===== src/design/idpm_pkg.sv =====
// Package of constants, register map and state codes for the idle-domain power manager.
// Contract
// - Idled clock generator output stops, held high
// - Readable status shows currently idled domains
// - Configuration applies only at next idle instruction; the code also applies it on a CTRL write with IDPM_CTRL_IDLE_GO set
// - Analog USB PLL never idles; software switches first
// - Core and USB generators idle independently
// - One generator idled keeps oscillator running
// - Emulator connected refuses idle entry
// - Four wake events restart the oscillator
// - Wake masks all external interrupts
// - Unmask timed by USB digital PLL
// - Wake restores only clock and CPU domains
// - Wrapper switches to PLL clock after lock
// - Idle stops CPU, DMA, memory port domains
// - Disabled domain retains memory, resumes when enabled
package idpm_pkg;
    // -----------------------------------------------------------------
    // Register map
    // -----------------------------------------------------------------
    localparam logic [7:0] IDPM_ADDR_CONFIG = 8'h00;
    localparam logic [7:0] IDPM_ADDR_STATE = 8'h04;
    localparam logic [7:0] IDPM_ADDR_CTRL = 8'h08;
    localparam logic [7:0] IDPM_ADDR_STATUS = 8'h0C;
    // -----------------------------------------------------------------
    // Domain bit positions
    // -----------------------------------------------------------------
    localparam int IDPM_NDOM = 6;
    localparam int IDPM_DOM_CPU = 0;
    localparam int IDPM_DOM_DMA = 1;
    localparam int IDPM_DOM_PERIPH = 2;
    localparam int IDPM_DOM_EMP = 3;
    localparam int IDPM_DOM_CORE_GEN = 4;
    localparam int IDPM_DOM_USB_GEN = 5;
    localparam logic [5:0] IDPM_CONFIG_RESET = 6'h00;
    localparam logic [5:0] IDPM_WAKE_KEEP = 6'h0E;
    // -----------------------------------------------------------------
    // Control and status bits
    // -----------------------------------------------------------------
    localparam int IDPM_CTRL_IDLE_EN = 0;
    localparam int IDPM_CTRL_IDLE_GO = 1;
    localparam int IDPM_CTRL_DPLL_OK = 2;
    localparam int IDPM_STAT_OSC_ON = 0;
    localparam int IDPM_STAT_IRQ_MASK = 1;
    localparam int IDPM_STAT_PLL_SEL = 2;
    localparam int IDPM_STAT_EMU_REF = 3;
    // -----------------------------------------------------------------
    // Timing
    // -----------------------------------------------------------------
    localparam int IDPM_CLK_MHZ = 200;
    localparam int IDPM_LOCK_WAIT_US = 1000;
    localparam int IDPM_LOCK_WAIT_CYC = IDPM_LOCK_WAIT_US * IDPM_CLK_MHZ;
    localparam int IDPM_UNMASK_DEF_CYC = 1024;
    typedef enum logic [3:0] {
        IDPM_RUN = 4'b0001,
        IDPM_IDLE = 4'b0010,
        IDPM_OSC_OFF = 4'b0100,
        IDPM_WAKE = 4'b1000
    } idpm_state_t;
endpackage


===== src/design/idpm_sync.sv =====
// Three-stage input synchroniser with agreement filter.
`timescale 1ns/1ps
module idpm_sync (
    input wire logic i_ref_clk,
    input wire logic i_rst,
    input wire logic i_async,
    output logic o_level
);
    logic s1_q;
    logic s2_q;
    logic s3_q;

    // The first stage is read only by the second; a change counts once stages two and three agree.
    always_ff @(posedge i_ref_clk) begin
        if (i_rst) begin
            s1_q <= 1'b0;
            s2_q <= 1'b0;
            s3_q <= 1'b0;
            o_level <= 1'b0;
        end else begin
            s1_q <= i_async;
            s2_q <= s1_q;
            s3_q <= s2_q;
            if (s2_q == s3_q) begin
                o_level <= s3_q;
            end
        end
    end
endmodule


===== src/design/idpm_power_manager.sv =====
// Idle-domain power manager: Wishbone registers, idle sequencing, oscillator and wake control.
//
// Local design decisions: the address map and the Wishbone register port.
`timescale 1ns/1ps
module idpm_power_manager
    import idpm_pkg::*;
#(
    parameter int LOCK_WAIT_CYC = IDPM_LOCK_WAIT_CYC,
    parameter int UNMASK_CYC = IDPM_UNMASK_DEF_CYC
) (
    input wire logic i_ref_clk,
    input wire logic i_rst,
    input wire logic i_wb_cyc,
    input wire logic i_wb_stb,
    input wire logic i_wb_we,
    input wire logic [7:0] i_wb_adr,
    input wire logic [31:0] i_wb_dat,
    input wire logic [3:0] i_wb_sel,
    output logic [31:0] o_wb_dat,
    output logic o_wb_ack,
    input wire logic i_idle_instr,
    input wire logic i_emu_connected,
    input wire logic i_usb_wake,
    input wire logic i_rtc_irq,
    input wire logic i_ext_irq,
    input wire logic i_pll_lock,
    input wire logic i_core_gen_clk,
    input wire logic i_usb_gen_clk,
    output logic o_core_clk,
    output logic o_usb_clk,
    output logic [5:0] o_domain_idle,
    output logic o_osc_enable,
    output logic o_ext_irq_mask,
    output logic o_pll_clk_sel
);
    // -----------------------------------------------------------------
    // Parameter checks
    // -----------------------------------------------------------------
    if (LOCK_WAIT_CYC < 1 || UNMASK_CYC < 1) begin : g_bad_param
        $error("idpm_power_manager: wait counts must be at least one");
    end

    // -----------------------------------------------------------------
    // Pin synchronisers
    // -----------------------------------------------------------------
    logic [4:0] raw_pins;
    logic [4:0] sync_pins;
    assign raw_pins = {i_pll_lock, i_ext_irq, i_rtc_irq, i_usb_wake, i_emu_connected};
    for (genvar g = 0; g < 5; g++) begin : g_sync
        idpm_sync u_sync (
            .i_ref_clk(i_ref_clk),
            .i_rst(i_rst),
            .i_async(raw_pins[g]),
            .o_level(sync_pins[g])
        );
    end
    logic emu_s;
    logic usb_wake_s;
    logic rtc_s;
    logic ext_s;
    logic lock_s;
    assign emu_s = sync_pins[0];
    assign usb_wake_s = sync_pins[1];
    assign rtc_s = sync_pins[2];
    assign ext_s = sync_pins[3];
    assign lock_s = sync_pins[4];

    // -----------------------------------------------------------------
    // Register bus
    // -----------------------------------------------------------------
    logic [5:0] idle_config_reg_q;
    logic [5:0] idle_state_reg_q;
    logic idle_enable_bit_q;
    logic dpll_ok_q;
    logic sw_idle_go;
    logic emu_refused_q;
    logic ext_mask_q;
    logic pll_sel_q;
    logic osc_on;
    logic wb_req;
    logic wb_wr;

    function automatic logic addr_is(input logic [7:0] adr, input logic [7:0] off);
        return adr == off;
    endfunction

    assign wb_req = i_wb_cyc && i_wb_stb && !o_wb_ack;
    assign wb_wr = wb_req && i_wb_we && i_wb_sel[0];

    always_ff @(posedge i_ref_clk) begin
        if (i_rst) begin
            o_wb_ack <= 1'b0;
            o_wb_dat <= 32'h0000_0000;
        end else begin
            o_wb_ack <= wb_req;
            if (wb_req && !i_wb_we) begin
                // Unmapped addresses read as zero and are still acknowledged.
                if (addr_is(i_wb_adr, IDPM_ADDR_CONFIG)) begin
                    o_wb_dat <= {26'h0, idle_config_reg_q};
                end else if (addr_is(i_wb_adr, IDPM_ADDR_STATE)) begin
                    o_wb_dat <= {26'h0, idle_state_reg_q};
                end else if (addr_is(i_wb_adr, IDPM_ADDR_CTRL)) begin
                    o_wb_dat <= {29'h0, dpll_ok_q, 1'b0, idle_enable_bit_q};
                end else if (addr_is(i_wb_adr, IDPM_ADDR_STATUS)) begin
                    o_wb_dat <= {28'h0, emu_refused_q, pll_sel_q, ext_mask_q, osc_on};
                end else begin
                    o_wb_dat <= 32'h0000_0000;
                end
            end
        end
    end

    // Storing the configuration never touches the live domain state.
    always_ff @(posedge i_ref_clk) begin
        if (i_rst) begin
            idle_config_reg_q <= IDPM_CONFIG_RESET;
        end else if (wb_wr && addr_is(i_wb_adr, IDPM_ADDR_CONFIG)) begin
            idle_config_reg_q <= i_wb_dat[5:0];
        end
    end

    always_ff @(posedge i_ref_clk) begin
        if (i_rst) begin
            idle_enable_bit_q <= 1'b0;
            dpll_ok_q <= 1'b0;
        end else if (wb_wr && addr_is(i_wb_adr, IDPM_ADDR_CTRL)) begin
            idle_enable_bit_q <= i_wb_dat[IDPM_CTRL_IDLE_EN];
            dpll_ok_q <= i_wb_dat[IDPM_CTRL_DPLL_OK];
        end
    end
    assign sw_idle_go = wb_wr && addr_is(i_wb_adr, IDPM_ADDR_CTRL)
        && i_wb_dat[IDPM_CTRL_IDLE_GO];

    // -----------------------------------------------------------------
    // Idle sequencer
    // -----------------------------------------------------------------
    idpm_state_t state_q;
    logic idle_req;
    logic wake_evt;
    logic both_gen;
    logic [5:0] apply_cfg;

    assign idle_req = i_idle_instr || sw_idle_go;
    // Hardware reset is the fourth wake source and is served by i_rst itself.
    assign wake_evt = usb_wake_s || rtc_s || ext_s;
    assign apply_cfg = idle_enable_bit_q ? idle_config_reg_q : 6'h00;
    assign both_gen = apply_cfg[IDPM_DOM_CORE_GEN] && apply_cfg[IDPM_DOM_USB_GEN];

    always_ff @(posedge i_ref_clk) begin
        if (i_rst) begin
            state_q <= IDPM_RUN;
            idle_state_reg_q <= IDPM_CONFIG_RESET;
            emu_refused_q <= 1'b0;
        end else begin
            unique case (state_q)
                IDPM_RUN: begin
                    if (idle_req && emu_s) begin
                        emu_refused_q <= 1'b1;
                    end else if (idle_req) begin
                        emu_refused_q <= 1'b0;
                        // The config chooses domains; bits clear there resume at once.
                        idle_state_reg_q <= apply_cfg;
                        if (apply_cfg[IDPM_DOM_CPU]) begin
                            state_q <= both_gen ? IDPM_OSC_OFF : IDPM_IDLE;
                        end
                    end
                end
                IDPM_IDLE: begin
                    if (wake_evt) begin
                        idle_state_reg_q <= idle_state_reg_q & IDPM_WAKE_KEEP;
                        state_q <= IDPM_WAKE;
                    end
                end
                IDPM_OSC_OFF: begin
                    if (wake_evt) begin
                        idle_state_reg_q <= idle_state_reg_q & IDPM_WAKE_KEEP;
                        state_q <= IDPM_WAKE;
                    end
                end
                IDPM_WAKE: begin
                    state_q <= IDPM_RUN;
                end
                default: begin
                    state_q <= IDPM_RUN;
                end
            endcase
        end
    end

    // Oscillator comes back in the same cycle the wake event is seen.
    assign osc_on = !(state_q == IDPM_OSC_OFF && !wake_evt);
    assign o_osc_enable = osc_on;
    assign o_domain_idle = idle_state_reg_q;

    // -----------------------------------------------------------------
    // Clock gating
    // -----------------------------------------------------------------
    // Each generator is gated by its own bit only, so the other keeps running.
    assign o_core_clk = i_core_gen_clk | idle_state_reg_q[IDPM_DOM_CORE_GEN];
    assign o_usb_clk = i_usb_gen_clk | idle_state_reg_q[IDPM_DOM_USB_GEN];

    // -----------------------------------------------------------------
    // External interrupt mask after wake
    // -----------------------------------------------------------------
    logic [31:0] unmask_cnt_q;
    always_ff @(posedge i_ref_clk) begin
        if (i_rst) begin
            ext_mask_q <= 1'b0;
            unmask_cnt_q <= 32'h0000_0000;
        end else if (state_q == IDPM_WAKE) begin
            ext_mask_q <= 1'b1;
            unmask_cnt_q <= 32'h0000_0000;
        end else if (ext_mask_q && dpll_ok_q) begin
            // Without a configured USB digital PLL the mask stays set.
            if (unmask_cnt_q >= 32'(UNMASK_CYC - 1)) begin
                ext_mask_q <= 1'b0;
            end else begin
                unmask_cnt_q <= unmask_cnt_q + 32'h0000_0001;
            end
        end
    end
    assign o_ext_irq_mask = ext_mask_q;

    // -----------------------------------------------------------------
    // PLL wrapper select
    // -----------------------------------------------------------------
    logic [31:0] lock_cnt_q;
    always_ff @(posedge i_ref_clk) begin
        if (i_rst) begin
            pll_sel_q <= 1'b0;
            lock_cnt_q <= 32'h0000_0000;
        end else if (!lock_s || state_q == IDPM_OSC_OFF) begin
            pll_sel_q <= 1'b0;
            lock_cnt_q <= 32'h0000_0000;
        end else if (!pll_sel_q) begin
            // Bypass clock is kept until the lock has been stable for the full wait.
            if (lock_cnt_q >= 32'(LOCK_WAIT_CYC - 1)) begin
                pll_sel_q <= 1'b1;
            end else begin
                lock_cnt_q <= lock_cnt_q + 32'h0000_0001;
            end
        end
    end
    assign o_pll_clk_sel = pll_sel_q;
endmodule


===== config.mk =====
export PLATFORM = sky130hd
export DESIGN_NAME = idpm_power_manager
export DESIGN_NICKNAME = d
export VERILOG_FILES = /design/src/design/idpm_pkg.sv /design/src/design/idpm_sync.sv /design/src/design/idpm_power_manager.sv
export SDC_FILE = /design/constraint.sdc
export NUM_CORES = 1
export LEC_CHECK = 0
export BUFFER_PORTS_ARGS = -buffer_cell sky130_fd_sc_hd__clkbuf_2
export CAP_MARGIN = 10
export CORE_MARGIN = 2
export CORE_UTILIZATION = 49
export DETAILED_ROUTE_END_ITERATION = 6
export PLACE_DENSITY = 0.86
export SKIP_LAST_GASP = 1
export SYNTH_ARGS = -nofsm -noshare
export SYNTH_HDL_FRONTEND = slang
export SYNTH_SLANG_ARGS = --single-unit

===== constraint.sdc =====
create_clock -name i_ref_clk -period 1.9 [get_ports i_ref_clk]
set_input_delay 0.095 -clock i_ref_clk [delete_from_list [all_inputs] [get_ports i_ref_clk]]
set_output_delay 0.095 -clock i_ref_clk [all_outputs]
set_load 0.02 [all_outputs]

**After elaboration in Yosys (flattened, before gate mapping)**

Index checks and enable logic that the tools add are counted.
W data, S select, Z words.

- $add $sub $neg: 2
- Order comparisons: 2
- Equality and inequality tests: 16
- Mux-type cells: 22
- Bitwise logic cells: 7
- Reduce and logical (&&, ||, !) cells: 36

Operators by type and width:

| operator | number |
|---|---|
| $add A32 B1 Y32 const B | 2 |
| $mux W6 | 6 |
| $ge A32 B10 Y1 const B | 1 |
| $ge A32 B18 Y1 const B | 1 |
| $mux W4 | 6 |
| $eq A8 B4 Y1 const B | 2 |
| $logic_and A1 B1 Y1 | 12 |
| $pmux W6 S2 | 1 |
| $reduce_and A4 Y1 | 3 |
| $eq A8 B3 Y1 const B | 1 |
| $logic_not A8 Y1 | 1 |
| $pmux W4 S2 | 1 |
| $reduce_and A2 Y1 | 4 |
| $reduce_bool A2 Y1 | 4 |
| $mux W1 | 7 |
| $ne A2 B2 Y1 const B | 3 |
| $reduce_or A2 Y1 | 3 |
| $eq A1 B1 Y1 | 5 |
| $logic_not A1 Y1 | 5 |
| $not A1 Y1 | 5 |
| $eq A4 B1 Y1 const B | 1 |
| $eq A4 B2 Y1 const B | 1 |
| $eq A4 B3 Y1 const B | 1 |
| $eq A4 B4 Y1 const B | 1 |
| 4 further kinds | 8 |

- Register bits after elaboration: 138
- Input bits: 57
- Output and inout bits: 44
- Logic and storage cells: 118

**Longest topological paths before layout**

- Depth in word-level cells: 10
- Mapped depth: 9

**Modules after synthesis**

Synthesis repeated with hierarchy kept, for this count alone.

- Cells, all modules: 496
- Area total of the unflattened synthesis: 4631.9 um^2

By module, submodules not included:

| module | instances | cells each | area each (um^2) |
|---|---|---|---|
| idpm_power_manager | 1 | 446 | 4068.9 |
| idpm_sync | 5 | 10 | 112.6 |

**Least setup slack after synthesis**

OpenSTA, ideal clock, no wires.

- Kind: register -> register
- From: register o_wb_ack
- To: register idle_state_reg_q[0] (netlist: o_domain_idle[0])
- Library setup time: 0.070 ns
- Data arrival time: 1.800 ns
- Data required time: 1.830 ns
- Slack: 0.030 ns
- Stages on the path, launching flop included: 6
- Path buffers: 0
- Cells stage by stage: dfxtp_1 > nand3b_1 > nor2_2 > a41oi_2 > or4_1 > a21oi_1

- Longest elaborated chain between the ends: 10
- Elaborated cells on any way between the ends: 11
- Those cells by class: eq/ne (2); reduce/logical (9)

Ends and longest elaborated chain:

| what | line | text |
|---|---|---|
| start, declared | idpm_power_manager.sv:20 | `output logic o_wb_ack,` |
| start signal, assigned | idpm_power_manager.sv:95 | `o_wb_ack <= wb_req;` |
| $logic_not A1 Y1 * | idpm_power_manager.sv:87 | `assign wb_req = i_wb_cyc && i_wb_stb && !o_wb_ack;` |
| $logic_and A1 B1 Y1 * | idpm_power_manager.sv:87 |  |
| $logic_and A1 B1 Y1 * (2 in series) | idpm_power_manager.sv:88 | `assign wb_wr = wb_req && i_wb_we && i_wb_sel[0];` |
| $logic_and A1 B1 Y1 * | idpm_power_manager.sv:131 | `assign sw_idle_go = wb_wr && addr_is(i_wb_adr, IDPM_ADDR_CTRL)` |
| $logic_and A1 B1 Y1 * | idpm_power_manager.sv:132 | `&& i_wb_dat[IDPM_CTRL_IDLE_GO];` |
| $logic_or A1 B1 Y1 * | idpm_power_manager.sv:143 | `assign idle_req = i_idle_instr \|\| sw_idle_go;` |
| $logic_and A1 B1 Y1 | idpm_power_manager.sv:157 | `if (idle_req && emu_s) begin` |
| $ne A2 B2 Y1 (no line) | - |  |
| $reduce_and A4 Y1 (no line) * | - |  |
| end signal, assigned | idpm_power_manager.sv:162 | `idle_state_reg_q <= apply_cfg;` |
| end signal, assigned | idpm_power_manager.sv:170 | `idle_state_reg_q <= idle_state_reg_q & IDPM_WAKE_KEEP;` |
| end signal, assigned | idpm_power_manager.sv:176 | `idle_state_reg_q <= idle_state_reg_q & IDPM_WAKE_KEEP;` |
| end, declared | idpm_power_manager.sv:72 | `logic [5:0] idle_state_reg_q;` |

Mark *: on every way between the ends. The rest lies on a longest branch, timed or not.
A chain may end at the register's enable or synchronous reset.

**Final worst setup path**

- From: register lock_cnt_q[24]
- To: register lock_cnt_q[7]

- Longest elaborated chain between the ends: 3

Ends and longest elaborated chain:

| what | line | text |
|---|---|---|
| start, declared | idpm_power_manager.sv:227 | `logic [31:0] lock_cnt_q;` |
| start signal, assigned | idpm_power_manager.sv:240 | `lock_cnt_q <= lock_cnt_q + 32'h0000_0001;` |
| $ge A32 B18 Y1 | idpm_power_manager.sv:237 | `if (lock_cnt_q >= 32'(LOCK_WAIT_CYC - 1)) begin` |
| $not A1 Y1 (no line) | - |  |
| $reduce_and A2 Y1 (no line) | - |  |

No other way between the ends.

==> impl_summary.log <==
[metrics] crit end category: register
[metrics] class of the most critical hold timing path: in -> reg
[metrics] post-route clock skew: 0.0113 ns
[metrics] f_max: approximately 490 MHz
[metrics] vias in the first global route: 3658
[metrics] violations in the final reports: setup timing
[metrics] total gr overflow: 0
[metrics] Antenna Violating Nets Remaining: 0
[metrics] Clk pin slew, worst setup/hold paths: roughly 0.11 ns
[metrics] routed vias: roughly 4000
[metrics] Primary FF master, synth: dfxtp_1
[metrics] post-layout minimum cycle time: just over 2 ns
[metrics] layout overhead on the synthesized area: 19.9%
[metrics] width of the chip: ~100 um
[metrics] mean post-synth cell area: 9.04 sq um
[metrics] CTS tree: yes
[metrics] Critical Setup Path Class: reg -> reg
[metrics] post-route clock period utilization: 108%
[metrics] number of buffer cells added on primary ports: 45
[metrics] worst endpoint data arrival time: roughly 2.4 ns
[metrics] maximum fanout count along the critical path: 4
[metrics] wire length of the first global-routing pass: 16700 um
[metrics] initial standard-cell utilization of the core: 50.3%
[metrics] number of detailed-routing iterations run before antenna repair: 5
[metrics] post-placement worst setup slack: -0.119 ns
[metrics] final design instance area without fill: 5550 sq um
[metrics] post-route worst setup slack: -0.150 ns
[metrics] category of the worst setup path launch point: register
[metrics] Die Ht: between 100 and 150 um
[metrics] root buffer cell: clkbuf_8
[metrics] Die Footprint: ~10000 sq um
[metrics] number of remaining DRC errors: 0
[metrics] outcome: complete, but fails checks
[metrics] clock insertion delay at the later pin of the skew report: 0.37 ns
[metrics] row cnt: 35
[metrics] synthesized instance count: slightly above 500
[metrics] Final Hold Fails: 0
[metrics] largest net degree at the start of global routing: 25
[metrics] Routed Wire Length: between 10000 and 15000 um
[metrics] Slew Limit Fails: 0
[metrics] unrepaired setup endpoints after global routing: true
[metrics] total power per unit cell area: around 700 nW/um^2
[metrics] register bit total from synthesis: between 100 and 150
[metrics] total clock buffers created by CTS: 9
[metrics] DRC violation total after the first TritonRoute iteration: between 200 and 250
[metrics] total chip power: 3910 uW
[metrics] maximum buffer depth of the clock tree: 2
[metrics] Req. time, crit path: ~2.2 ns
[metrics] routed length per instance: between 10 and 15 um
[metrics] GP Congestion: ~0.92
[metrics] Cell variety after synth: 54
[metrics] layout cell share with drive strength beyond 1: 23.4%
[metrics] post-layout utilization of the core: 60.3%
[metrics] number of levels the H-tree was split into: 3
[metrics] setup violators final: 5
[metrics] All-Layer GR Usage: about a fifth
[metrics] final layout net count: 653
[metrics] fraction of the yosys area taken by sequential cells: approximately half
[metrics] Post-Synthesis Cell Area: 4630 sq um
[metrics] Antenna Diode Count: 0
[metrics] I/O pins: approximately 100
[metrics] cell area after placement: 5020 sq um
[metrics] ys async rst share: 0%
[metrics] HPWL reported at the end of detailed placement: about 7000 um
[metrics] number of antenna violations at the first check in global routing: 0
[metrics] number of clock sinks: about 110
[metrics] detailed-route vias per instance: 5.62
[metrics] area of the core: approximately 9000 sq um
[metrics] Max Cap Viol: 0
[metrics] number of warnings issued by yosys: 0
[metrics] layout filler cell count: a little over 700
[metrics] Static Leak: 0.00219 uW
[metrics] number of enable-type register cells in the synthesized netlist: 0
[metrics] worst vdd ir: ~0.00051 V
## layout by cell type, fill, tap and decap left out, types with 4 or more instances in the layout
| master | count |
|---|---|
| a21oi_1 | 36 |
| a21oi_2 | 5 |
| and2_1 | 38 |
| and3_1 | 9 |
| buf_4 | 34 |
| clkbuf_2 | 45 |
| clkbuf_8 | 9 |
| conb_1 | 26 |
| dfxtp_1 | 107 |
| dfxtp_2 | 5 |
| dlygate4sd3_1 | 11 |
| mux2i_1 | 9 |
| nand2_1 | 38 |
| nand3_1 | 32 |
| nand4_1 | 14 |
| nor2_1 | 26 |
| nor2b_1 | 15 |
| nor3_1 | 7 |
| nor4_1 | 8 |
| nor4_4 | 5 |
| o211ai_1 | 6 |
| o21ai_0 | 20 |
| o31ai_1 | 8 |
| or2_2 | 4 |
| or3_1 | 10 |
| or4_1 | 7 |
| or4_4 | 6 |
| xnor2_1 | 5 |
## through the flow
| step | TNS [ns] | instances | hold slack (ns) |
|---|---|---|---|
| 2_1_floorplan | 0 | 537 | 0.223 |
| 3_3_place_gp | -0.169 | 673 | 0.302 |
| 3_5_place_dp | -0.317 | 673 | 0.316 |
| 4_1_cts | -0.151 | 701 | 0.0552 |
| 5_1_grt | -1.22 | 710 | 0.0802 |
| 6_report | -0.470 | 710 | 0.0634 |
## kinds of logic (layout without fill, tap and decap cells)
| family | after synthesis | after routing | share of synthesized area, % |
|---|---|---|---|
| other cells | 1 | 26 | 0.0810 |
| compound gates | 85 | 85 | 10.8 |
| flops | 112 | 112 | 48.5 |
| fa+ha+maj | 2 | 2 | 0.541 |
| simple gates | 243 | 243 | 30.1 |
| buf+inv | 52 | 114 | 6.41 |
| mux | 11 | 11 | 2.43 |
| xor+xnor | 6 | 6 | 1.14 |
## state kept, by name (all words and copies together), names as in the netlist
| name | flops |
|---|---|
| o_pll_clk_sel | 1 |
| g_sync.u_sync.s1_q | 5 |
| o_wb_dat | 6 |
| dpll_ok_q | 1 |
| g_sync.u_sync.s2_q | 5 |
| g_sync.u_sync.o_level | 5 |
| g_sync.u_sync.s3_q | 5 |
| state_q | 4 |
| o_ext_irq_mask | 1 |
| o_domain_idle | 6 |
| idle_config_reg_q | 6 |
| unmask_cnt_q | 32 |
| o_wb_ack | 1 |
| idle_enable_bit_q | 1 |
| emu_refused_q | 1 |
| lock_cnt_q | 32 |
## synth_stat cells, types with 2 or more instances
cell type,number,area [sq um]
a21oi_1,41,205
and2_1,39,244
and3_1,9,56.3
and4_1,2,17.5
buf_2,2,10.0
buf_4,26,195
clkbuf_1,19,71.3
dfxtp_1,112,2240
ha_1,2,25.0
inv_1,3,11.3
mux2_2,2,22.5
mux2i_1,9,90.1
nand2_1,38,143
nand3_1,32,160
nand4_1,14,87.6
nor2_1,27,101
nor2b_1,15,93.8
nor3_1,8,40.0
nor4_1,11,68.8
nor4_2,3,37.5
nor4b_1,4,35.0
o211ai_1,6,45.0
o21ai_0,20,100
o31ai_1,8,60.1
or2_2,4,25.0
or3_1,12,75.1
or4_1,13,97.6
xnor2_1,5,43.8
## path summary, 6_finish.rpt
kind,start,cells after the start,end,slack [ns]
max,lock_cnt_q[24],5,lock_cnt_q[7],-0.15
min,i_wb_stb,3,o_wb_ack,0.06
max reg2reg,lock_cnt_q[24],5,lock_cnt_q[7],-0.15
min reg2reg,g_sync[4].u_sync.s1_q,1,g_sync[4].u_sync.s2_q,0.45
## timing repair
item / 4_1_cts / 5_1_grt
cloned: 0 / 1
pin swaps: 3 / 20
resized for setup: 7 / 27
hold buffers: 11 / 0
endpoints found under the setup margin: 8 / 22
endpoints found under the hold margin: 12 / 0
buffers inserted: 1 / 8
## power by group
group	switching, uW	leakage, uW	total [uW]	internal, uW
logic	129	0.00119	198	69.3
registers	5.88	0.000907	2370	2360
clock network	830	0.0000957	1340	514
## routing by layer
layer	wire length, um	up-vias	share of wire (%)	GRT usage, %
met5	0	-	0	0
met4	340	0	3.3	9.04
met3	627	36	6.1	3.17
met2	4990	181	49	34.1
met1	4320	1834	42	25.2
li1	-	1937	-	-
## critical path: stages (launching register included)
cell	delay (ns)
dfxtp_2	0.35
nor4_4	0.31
nand4_1	0.27
or4_4	0.59
or4_1	0.41
nand2_1	0.07
## area by class of cell
cell class / instances / area, sq um / share of cell area [%]
repair buffers: 95 / 656 / 11.8
inverters: 3 / 11.3 / 0.203
well taps: 111 / 139 / 2.50
clock inverters: 6 / 57.6 / 1.04
clock buffers: 10 / 128 / 2.30
flip-flops and latches: 112 / 2250 / 40.5
multi-input cells: 373 / 2310 / 41.6
Power figures use the tool's default switching activity.
